**config.mk**
```make
export PLATFORM = sky130hd
export DESIGN_NAME = ncfg_loader
export DESIGN_NICKNAME = d
export VERILOG_FILES = /design/src/hdl/ncfg_pkg.sv /design/src/hdl/ncfg_sync.sv /design/src/hdl/ncfg_loader.sv
export VERILOG_INCLUDE_DIRS = /design/src /design/src/hdl
export SDC_FILE = /design/constraint.sdc
export NUM_CORES = 1
export LEC_CHECK = 0
export BUFFER_PORTS_ARGS = -buffer_cell sky130_fd_sc_hd__clkbuf_2
export CAP_MARGIN = 10
export CORE_UTILIZATION = 50
export CTS_BUF_LIST = sky130_fd_sc_hd__clkbuf_8
export DETAILED_ROUTE_END_ITERATION = 7
export PLACE_DENSITY_LB_ADDON = 0.15
export SLEW_MARGIN = 30
export SYNTH_ARGS = -nofsm -noshare
export SYNTH_HDL_FRONTEND = slang
export SYNTH_SLANG_ARGS = --single-unit
```
**constraint.sdc**
```tcl
create_clock -name clk -period 4.1 [get_ports clk]
set_clock_uncertainty 0.2 [all_clocks]
set_input_delay 0.82 -clock clk [delete_from_list [all_inputs] [get_ports clk]]
set_output_delay 0.82 -clock clk [all_outputs]
set_load 0.03 [all_outputs]
```
**src/hdl/ncfg_map.svh**
```systemverilog
// Constants for the configuration loader and host-port select block
`ifndef NCFG_MAP_SVH
`define NCFG_MAP_SVH
// ==========================================================
// Sizes
`define NCFG_NREG 16
`define NCFG_AW 4
`define NCFG_DW 8
`define NCFG_NSLOT 2
`define NCFG_NDIV 8
// ==========================================================
// Register indices of the live set
`define NCFG_REG_CTRL 4'h0
`define NCFG_REG_PWR_IN 4'h1
`define NCFG_REG_PWR_OUT 4'h2
`define NCFG_REG_PWR_LOOP 4'h3
// Control register fields
`define NCFG_CTRL_HARDRST 0
`define NCFG_CTRL_COMMIT 1
// ==========================================================
// Reset values and counts
`define NCFG_ZERO8 8'h00
`define NCFG_ZERO4 4'h0
`define NCFG_ONES8 8'hff
`define NCFG_LAST_IDX 4'hf
`define NCFG_DIVRST_CYC 4'h8
`define NCFG_IMG_NONE 2'h0
`define NCFG_IMG_ONE 2'h1
`define NCFG_IMG_TWO 2'h2
`endif

```
**src/hdl/ncfg_pkg.sv**
```systemverilog
// Types for the configuration loader block
package ncfg_pkg;
    typedef enum logic [2:0] {
        NCFG_ST_LOAD = 3'h0,
        NCFG_ST_DIVRST = 3'h1,
        NCFG_ST_RUN = 3'h2,
        NCFG_ST_COMMIT = 3'h3
    } ncfg_state_t;
endpackage

```
**src/hdl/ncfg_sync.sv**
```systemverilog
// Two-flop synchroniser for pin inputs
`timescale 1ns/1ps
`default_nettype none
module ncfg_sync (
    // Clock and reset
    input wire logic clk,
    input wire logic rst_n,
    input wire logic clkEn,
    // Data
    input wire logic din,
    output logic dout
);
    logic meta_q;
    // ==========================================================
    // Synchroniser, first stage read only by second
    always_ff @(posedge clk or negedge rst_n) begin
        if (!rst_n) begin
            meta_q <= 1'b0;
            dout <= 1'b0;
        end else if (clkEn) begin
            meta_q <= din;
            dout <= meta_q;
        end
    end
endmodule
`default_nettype wire

```
**src/hdl/ncfg_loader.sv**
```systemverilog
// Configuration loader, divider reset and host-port select
`timescale 1ns/1ps
`default_nettype none
`include "ncfg_map.svh"
module ncfg_loader import ncfg_pkg::*; (
    // Clock, reset, enable
    input wire logic clk,
    input wire logic rst_n,
    input wire logic clkEn,
    // Pins
    input wire logic external_reset_pin_n,
    input wire logic hostSelI2cPin,
    input wire logic spi3WirePin,
    // Register access from the serial target logic
    input wire logic regWrEn,
    input wire logic [`NCFG_AW-1:0] regAddr,
    input wire logic [`NCFG_DW-1:0] regWrData,
    output logic [`NCFG_DW-1:0] regRdData,
    // Non-volatile store write port from host logic
    input wire logic nvmWrEn,
    input wire logic [`NCFG_AW-1:0] nvmWrAddr,
    input wire logic [`NCFG_DW-1:0] nvmWrData,
    // Preprogrammed image present
    input wire logic factoryImage,
    // Status and control outputs
    output logic loadDone,
    output logic divReset,
    output logic i2cSelected,
    output logic spi3Wire,
    output logic [1:0] imagesUsed,
    output logic commitRefused,
    output logic [`NCFG_DW-1:0] pwrDownIn,
    output logic [`NCFG_DW-1:0] pwrDownOut,
    output logic [`NCFG_DW-1:0] pwrDownLoop
);
    typedef struct packed {
        ncfg_state_t st;
        logic [`NCFG_AW-1:0] idx;
        logic [3:0] cnt;
        logic [1:0] used;
        logic activeSlot;
        logic refused;
        logic selI2c;
        logic sel3w;
        logic selTaken;
        logic [`NCFG_DW-1:0] rd;
        logic [`NCFG_NREG*`NCFG_DW-1:0] live;
        logic [`NCFG_NREG*`NCFG_DW-1:0] stage;
        logic [`NCFG_NSLOT*`NCFG_NREG*`NCFG_DW-1:0] nvm;
    } ncfg_regs_t;

    ncfg_regs_t s_q;
    ncfg_regs_t s_d;
    logic rstPinSync;
    logic selSync;
    logic sel3Sync;
    logic hardRst;

    // ==========================================================
    // Pin synchronisers
    ncfg_sync uRstSync (.clk(clk), .rst_n(rst_n), .clkEn(clkEn),
        .din(external_reset_pin_n), .dout(rstPinSync));
    ncfg_sync uSelSync (.clk(clk), .rst_n(rst_n), .clkEn(clkEn),
        .din(hostSelI2cPin), .dout(selSync));
    ncfg_sync uSel3Sync (.clk(clk), .rst_n(rst_n), .clkEn(clkEn),
        .din(spi3WirePin), .dout(sel3Sync));

    // Hard reset bit in the control register
    assign hardRst = s_q.live[`NCFG_REG_CTRL*`NCFG_DW + `NCFG_CTRL_HARDRST];

    // ==========================================================
    // Next state
    always_comb begin
        s_d = s_q;
        s_d.rd = s_q.live[regAddr*`NCFG_DW +: `NCFG_DW];
        // Strap caught once at load end, after both sync stages have settled
        if (!s_q.selTaken && s_q.st == NCFG_ST_LOAD && s_q.idx == `NCFG_LAST_IDX) begin
            s_d.selI2c = selSync;
            s_d.sel3w = sel3Sync;
            s_d.selTaken = 1'b1;
        end
        // Writes to the staging image, committed later
        if (nvmWrEn && s_q.st == NCFG_ST_RUN) begin
            s_d.stage[nvmWrAddr*`NCFG_DW +: `NCFG_DW] = nvmWrData;
        end
        case (s_q.st)
            NCFG_ST_LOAD: begin
                if (factoryImage || s_q.used != `NCFG_IMG_NONE) begin
                    // Only the active slot is read, the other is never exposed
                    s_d.live[s_q.idx*`NCFG_DW +: `NCFG_DW] =
                        s_q.nvm[{s_q.activeSlot, s_q.idx}*`NCFG_DW +: `NCFG_DW];
                end else begin
                    // Blank store reads erased, so all blocks stay powered down
                    s_d.live[s_q.idx*`NCFG_DW +: `NCFG_DW] = `NCFG_ONES8;
                end
                s_d.idx = s_q.idx + 4'h1;
                if (s_q.idx == `NCFG_LAST_IDX) begin
                    s_d.st = NCFG_ST_DIVRST;
                    s_d.cnt = `NCFG_ZERO4;
                    // Self-clear so a stored hard-reset bit cannot loop
                    s_d.live[`NCFG_REG_CTRL*`NCFG_DW +: `NCFG_DW] = `NCFG_ZERO8;
                end
            end
            NCFG_ST_DIVRST: begin
                s_d.cnt = s_q.cnt + 4'h1;
                if (!rstPinSync) begin
                    // Pin still low: clear the count to zero so dividers are not let go early
                    s_d.cnt = `NCFG_ZERO4;
                end else if (s_q.cnt == `NCFG_DIVRST_CYC - 4'h1) begin
                    s_d.st = NCFG_ST_RUN;
                end
            end
            NCFG_ST_RUN: begin
                if (regWrEn) begin
                    s_d.live[regAddr*`NCFG_DW +: `NCFG_DW] = regWrData;
                end
                if (!rstPinSync || hardRst) begin
                    // Pin or bit gives the same divider reset as power-up
                    s_d.st = NCFG_ST_DIVRST;
                    s_d.cnt = `NCFG_ZERO4;
                    s_d.live[`NCFG_REG_CTRL*`NCFG_DW +: `NCFG_DW] = `NCFG_ZERO8;
                end else if (regWrEn && regAddr == `NCFG_REG_CTRL
                        && regWrData[`NCFG_CTRL_COMMIT]) begin
                    s_d.live[`NCFG_REG_CTRL*`NCFG_DW + `NCFG_CTRL_COMMIT] = 1'b0;
                    if (s_q.used == `NCFG_IMG_TWO) begin
                        s_d.refused = 1'b1;
                    end else begin
                        s_d.st = NCFG_ST_COMMIT;
                    end
                end
            end
            NCFG_ST_COMMIT: begin
                // First commit fills slot 1, second rewrites slot 0
                s_d.activeSlot = (s_q.used == `NCFG_IMG_NONE);
                s_d.used = s_q.used + 2'h1;
                if (s_q.used == `NCFG_IMG_NONE) begin
                    s_d.nvm[`NCFG_NREG*`NCFG_DW +: `NCFG_NREG*`NCFG_DW] = s_q.stage;
                end else begin
                    s_d.nvm[0 +: `NCFG_NREG*`NCFG_DW] = s_q.stage;
                end
                s_d.st = NCFG_ST_RUN;
            end
            default: begin
                s_d.st = NCFG_ST_LOAD;
            end
        endcase
    end

    // ==========================================================
    // State register; the store is a model held in flops, cleared here
    // only because real non-volatile cells have no reset in logic
    always_ff @(posedge clk or negedge rst_n) begin
        if (!rst_n) begin
            s_q <= '0;
        end else if (clkEn) begin
            s_q <= s_d;
        end
    end

    // ==========================================================
    // Outputs
    assign regRdData = s_q.rd;
    assign loadDone = (s_q.st == NCFG_ST_RUN) || (s_q.st == NCFG_ST_COMMIT);
    assign divReset = (s_q.st == NCFG_ST_LOAD) || (s_q.st == NCFG_ST_DIVRST);
    assign i2cSelected = s_q.selI2c;
    assign spi3Wire = s_q.sel3w & ~s_q.selI2c;
    assign imagesUsed = s_q.used;
    assign commitRefused = s_q.refused;
    assign pwrDownIn = s_q.live[`NCFG_REG_PWR_IN*`NCFG_DW +: `NCFG_DW];
    assign pwrDownOut = s_q.live[`NCFG_REG_PWR_OUT*`NCFG_DW +: `NCFG_DW];
    assign pwrDownLoop = s_q.live[`NCFG_REG_PWR_LOOP*`NCFG_DW +: `NCFG_DW];
endmodule
`default_nettype wire

```
# Yosys cells after proc, flatten, opt, wreduce, memory -nomap -nowiden
# Index checks and enable logic that the tools add are counted.
# word_totals
regBits	544
input_bits	33
out_inout_bits	39
elab_cells	108
# classes
addsub	6
eq_ne	15
shift	9
mux	23
n_bitwise	4
reduce_logical	29
# op_table
op	n
bitwise mux 128 bit	4
variable shift 8 x 34 -> 128 bit (first input constant)	3
indexed part select 8 x 34 -> 128 bit	3
two-way mux 128 bit	2
one-hot mux 128 bit (2 select lines)	1
indexed part select 256 x 9 -> 8 bit	1
indexed part select 128 x 8 -> 8 bit	1
indexed part select 8 x 34 -> 128 bit (first input constant)	1
negation 7 -> 34 bit	3
two-way mux 3 bit	6
AND reduction 3 bit	5
two-way mux 4 bit	3
one-hot mux 3 bit (4 select lines)	1
one-hot mux 4 bit (3 select lines)	1
!= test 3 bit (second input constant)	3
adder 4 x 1 -> 4 bit (second input constant)	2
two-way mux 8 bit	1
AND reduction 2 bit	4
== test 3 x 2 -> 1 bit (second input constant)	2
two-way mux 6 bit	1
!= test 2 bit (second input constant)	3
AND reduction 6 bit	1
logical AND 1 bit	5
AND reduction 5 bit	1
18 further kinds	28

# Longest topological paths before layout
# depth
depth_word	7
mapped_depth	14
ltp_nobuf	8

# Modules after synthesis
# From an unflattened synthesis, not the netlist that was laid out.
# hier_totals
hier_cells	2201
area_unflattened_um2	25652.1
# modules_own_cells
module	n_inst	cells_per_inst	area_each_um2	seq_area_each_um2
ncfg_loader	1	2189	25434.4	13437.9
ncfg_sync	3	4	72.6	50.0

# Least setup slack after synthesis
# OpenSTA, ideal clock, no wires.
# synth_timing
path_type	input to register
start	input port regAddr[1]
end	register s_q (netlist bit pwrDownIn[6])
setup_ns	0.144
t_arrival_ns	3.197
required_time_ns	3.756
setup_slack_ns	0.559
cell_stages	14
n_path_buf	6
path_cell_list	buf_2 buf_1 inv_1 ha_1 buf_2 xnor2_1 and4_1 clkbuf_1 a21oi_1 nand2b_1 buf_1 clkbuf_1 nand2_1 o221ai_1
# synth_via
elab_chain_cells	5
elab_cells_between_ends	6
cone_classes	add/sub (1); shift (2); mux (3)
# synth_lines
element	line_no	text
start: declaration	ncfg_loader.sv:16	input wire logic [`NCFG_AW-1:0] regAddr,
negation 7 -> 34 bit *	ncfg_loader.sv:115	s_d.live[regAddr*`NCFG_DW +: `NCFG_DW] = regWrData;
indexed part select 8 x 34 -> 128 bit / variable shift 8 x 34 -> 128 bit (equally long branches)	ncfg_loader.sv:115	
bitwise mux 128 bit *	ncfg_loader.sv:115	
two-way mux 128 bit *	ncfg_loader.sv:114	if (regWrEn) begin
one-hot mux 128 bit (2 select lines) *	ncfg_loader.sv:86	case (s_q.st)
end signal: assignment	ncfg_loader.sv:154	s_q <= '0;
end signal: assignment	ncfg_loader.sv:156	s_q <= s_d;
end: declaration	ncfg_loader.sv:52	ncfg_regs_t s_q;
# Mark *: on every way between the ends. The rest lies on a longest branch, timed or not. The select of a mux whose other input is x is not followed.
# A chain may end at the register's enable or synchronous reset.

# Final worst setup path
# layout_timing
start	register s_q[531] (netlist bit)
end	register s_q[468] (netlist bit)
# layout_via
elab_chain_cells	5
elab_cells_between_ends	9
cone_classes	add/sub (1); shift (4); mux (4)
# layout_lines
element	line_no	text
indexed part select 256 x 9 -> 8 bit / negation 7 -> 34 bit (equally long branches)	ncfg_loader.sv:91, ncfg_loader.sv:90	
indexed part select 8 x 34 -> 128 bit (tied with other cells)	ncfg_loader.sv:90	s_d.live[s_q.idx*`NCFG_DW +: `NCFG_DW] =
bitwise mux 128 bit (on tied branches)	--	
two-way mux 128 bit *	ncfg_loader.sv:88	if (factoryImage || s_q.used != `NCFG_IMG_NONE) begin
one-hot mux 128 bit (2 select lines) *	ncfg_loader.sv:86	
# Mark *: on every way between the ends. The rest lies on a longest branch, timed or not.

==> impl_table.tex <==
\begin{tabular}{lr}
\hline
Metric & Value \\
\hline
\multicolumn{2}{l}{\textbf{Logic synthesis}} \\
Area contributors post-synth & dfrtp\_1, mux2\_2, mux4\_2, nand2\_1, o21ai\_0 \\
Post-Synthesis Cell Area & about 26000 µm² \\
Proportion of synthesized chip area in sequential cells & between 50 and 60\% \\
Mapped Nets & 2166 \\
Cell count after synthesis & 2118 \\
Top cells by count, synth & dfrtp\_1, mux2\_2, nand2\_1, o21ai\_0, clkbuf\_1 \\
Area fraction of the dominant cell type after synthesis & between 50\% and 60\% \\
Syn Area/Cell & 12.2 µm² \\
Number of enable-type register cells in the synthesized netlist & 0 \\
Yosys Warn Count & 0 \\
Cell taking the most area after synthesis & dfrtp\_1 \\
Most common flop cell mapped by yosys & dfrtp\_1 \\
Number of different library cells in the post-synthesis netlist & 79 \\
Most instantiated library cell after synthesis & dfrtp\_1 \\
Async SR Flop Fraction & between 90\% and 100\% \\
Synthesis-stage register bit count & approximately 540 \\
\multicolumn{2}{l}{\textbf{Die}} \\
Initial standard-cell utilization of the core & about half \\
Width of the die & between 200 and 250 µm \\
Core ar. & a little over 50000 µm² \\
Num ports & 72 \\
Die Span Y & 230 µm \\
Die area & around 53000 µm² \\
Site Rows & 83 \\
\multicolumn{2}{l}{\textbf{STA}} \\
Clock period minus final worst setup slack & approximately 3500 ps \\
Final setup violation count & 0 \\
Transition time at the pin with the least slew margin & approximately 1000 ps \\
Max Clock Freq & 287 MHz \\
Unrepaired setup endpoints after global routing & no \\
Worst path setup slack after routing & 612 ps \\
Max\_slew headroom & between 30\% and 40\% \\
Final-report hold violation count & 0 \\
TNS Setup & 0 ps \\
Max-slew violation total from the final report & 0 \\
Share of the clock period used by the worst path after layout & a little under nine tenths \\
\multicolumn{2}{l}{\textbf{Clock network}} \\
TritonCTS clock tree & yes \\
Number of instances resized during post-cts repair & 0 \\
CTS Buf Count & between 90 and 100 \\
CTS H-Tree Depth & 3 \\
Worst-path clk slew & about 60 ps \\
Number of buffers on the longest clock path & 3 \\
CTS sink cnt & between 500 and 600 \\
Clock tree root driver cell & clkbuf\_8 \\
Clk\_lat worst skew & around 710 ps \\
\multicolumn{2}{l}{\textbf{Global routing}} \\
Pin count of the biggest net entering global routing & between 80 and 90 \\
Vias in the first global route & between 15000 and 20000 \\
Initial antenna violation count & 0 \\
First-pass GRT wire length & roughly 120000 µm \\
Overflow after GRT & 0 \\
Global router's overall resource usage & between 30\% and 40\% \\
\multicolumn{2}{l}{\textbf{Finish}} \\
Ant. Diodes & 0 \\
Layout overhead on the synthesized area & 11.6\% \\
Fin nets & 2267 \\
Post-route non-filler standard cell count & roughly 3000 \\
Share of cells above drive strength 1 & between 30 and 40\% \\
\multicolumn{2}{l}{\textbf{Run status}} \\
Run status & completed \\
\multicolumn{2}{l}{\textbf{Drt}} \\
Router iterations before antenna repair & 5 \\
Total vias in the final route & between 15000 and 20000 \\
DR iter-0 viols & around 1400 \\
Wire length reported by the detailed router & about 79000 µm \\
Detail Route Antenna Nets & 0 \\
Average routed wire per standard cell & 26.8 µm \\
Final routed DRC violation total & 0 \\
Mean number of vias per cell & slightly above 6 \\
\multicolumn{2}{l}{\textbf{Placed design}} \\
Placer Congestion & around 1 \\
Quantity of I/O buffers inserted on ports & slightly above 70 \\
Pre-CTS worst setup slack & between 600 and 700 ps \\
Number of cells after detailed placement & $\sim$2800 \\
Final HPWL DP & 55100 µm \\
\multicolumn{2}{l}{\textbf{Setup path}} \\
CP Cell Sequence & inv\_1 > ha\_1 > nand2b\_1 > a2111oi\_2 > and2\_1 > nand2\_1 > o221ai\_1 \\
Largest stage delay, worst path & 770 ps \\
Class of the most critical setup path & reg -> reg \\
Critical Path RT & roughly 4500 ps \\
Nature of the critical path endpoint & register \\
Slowest cell on the critical path & a2111oi\_2 \\
Biggest fanout along the worst timing path & 19 \\
Register-to-Register Setup Slack & 610 ps \\
Startpoint type of the worst setup path & register \\
Family of cells with the greatest summed delay on the critical path & compound AO/OA/AOI/OAI gates \\
Arr. time, crit path & 3860 ps \\
Worst Path Buf+Inv & 1 \\
\multicolumn{2}{l}{\textbf{Pwr}} \\
Sw Ratio & around 37\% \\
Cell leakage power & between 0.01 and 0.015 µW \\
Power share of the clock group & between 20\% and 30\% \\
Switch Pwr & between 6000 and 7000 µW \\
Flop pwr share & around 41\% \\
Internal power & between 10000 and 15000 µW \\
Peak VDD IR & around 0.00030 V \\
Part of the total power dissipated in combinational logic & between 30\% and 40\% \\
Areal power density over the cells & between 600 and 700 nW/µm² \\
\multicolumn{2}{l}{\textbf{Run}} \\
Number of maximum-capacitance violations & 0 \\
\multicolumn{2}{l}{\textbf{Min path}} \\
Hold crit path type & in -> reg \\
\hline
\end{tabular}
-- worst paths after layout --
kind / start / to / depth (start not counted)
hold reg to reg: s_q[520]$_DFFE_PN0P_ / s_q[520]$_DFFE_PN0P_ / 1
max in group asynchronous: rst_n / s_q[61]$_DFFE_PN0P_ / 3
min in group asynchronous: rst_n / s_q[484]$_DFFE_PN0P_ / 2
setup / recovery: s_q[531]$_DFFE_PN0P_ / s_q[468]$_DFFE_PN0P_ / 7
setup reg to reg: s_q[531]$_DFFE_PN0P_ / s_q[468]$_DFFE_PN0P_ / 7
hold / removal: hostSelI2cPin / uSelSync.meta_q$_DFFE_PN0P_ / 2
-- power by group through the flow --
stage,registers [µW],clock network (µW),logic [µW]
6_report,7140,4820,5520
5_1_grt,7240,5160,5860
3_5_place_dp,7220,0,5490
3_3_place_gp,7180,0,5420
2_1_floorplan,6770,0,4200
4_1_cts,7120,4910,5500
-- timing repair --
action	4_1_cts	5_1_grt
hold endpoints to repair	62	0
setup buffers	0	0
setup endpoints to repair	0	0
hold buffers	1	0
-- metrics by stage --
stage | power (µW) | area (µm²) | utilization [%] | hold WS, ps
final | 17500 | 28900 | 56.5 | 166
after detailed placement | 12700 | 27100 | 52.9 | 259
after global routing | 18300 | 28900 | 56.5 | 149
after floorplan | 11000 | 25900 | - | 235
after CTS | 17500 | 28900 | 56.5 | 128
after global placement | 12600 | 27100 | 52.8 | 252
-- registers in the layout, indices dropped and copies added, names as in the netlist --
signal	flops
imagesUsed	2
uRstSync.dout	1
uSelSync.meta_q	1
pwrDownLoop	8
regRdData	8
s_q	500
uSelSync.dout	1
uSel3Sync.dout	1
i2cSelected	1
uRstSync.meta_q	1
hardRst	1
uSel3Sync.meta_q	1
pwrDownIn	8
commitRefused	1
pwrDownOut	8
-- worst reg2reg max path: stages (launching register included) --
cell and delay [ps]:
dfrtp_4 660, inv_1 150, ha_1 300, nand2b_1 250
a2111oi_2 770, and2_1 280, nand2_1 350, o221ai_1 420
-- layout by cell type, fill, tap and decap left out, drive strengths merged, types with 6 or more instances in the layout --
cell / instances
dfrtp: 543
mux2: 321
nand2: 254
clkbuf: 187
o21ai: 141
buf: 100
mux4: 75
nand3: 66
o221ai: 66
inv: 61
mux2i: 55
nor3: 53
nor2: 53
a21oi: 43
and2: 28
o22ai: 24
nand2b: 19
and3: 15
ha: 15
nor2b: 13
a22oi: 13
nand4: 12
o21a: 10
a31oi: 10
a211oi: 9
clkinv: 9
a21o: 7
xnor2: 7
o211ai: 7
a22o: 6
o31ai: 6
-- per-layer routing --
layer,track usage [%],vias up,wire [µm]
li1,-,7962,-
met1,41.2,9488,32800
met2,49.4,729,37900
met3,6.10,203,5430
met4,12.5,0,3150
met5,0,-,0
-- area by class of cell --
type | instances | area (µm²)
fillers | 4225 | 22300
flip-flops and latches | 543 | 13600
multi-input cells | 1382 | 11200
clock buffers | 117 | 1610
repair buffers | 171 | 1290
well taps | 680 | 851
clock inverters | 42 | 208
inverters | 28 | 105
-- kinds of logic after synthesis --
family,after synthesis,synth area share (%)
flops,543,52.5
simple gates,533,9.57
mux,451,22.7
compound gates,373,10.0
buf+inv,193,4.19
fa+ha+maj,15,0.725
xor+xnor,10,0.338
Power figures use the tool's default switching activity.
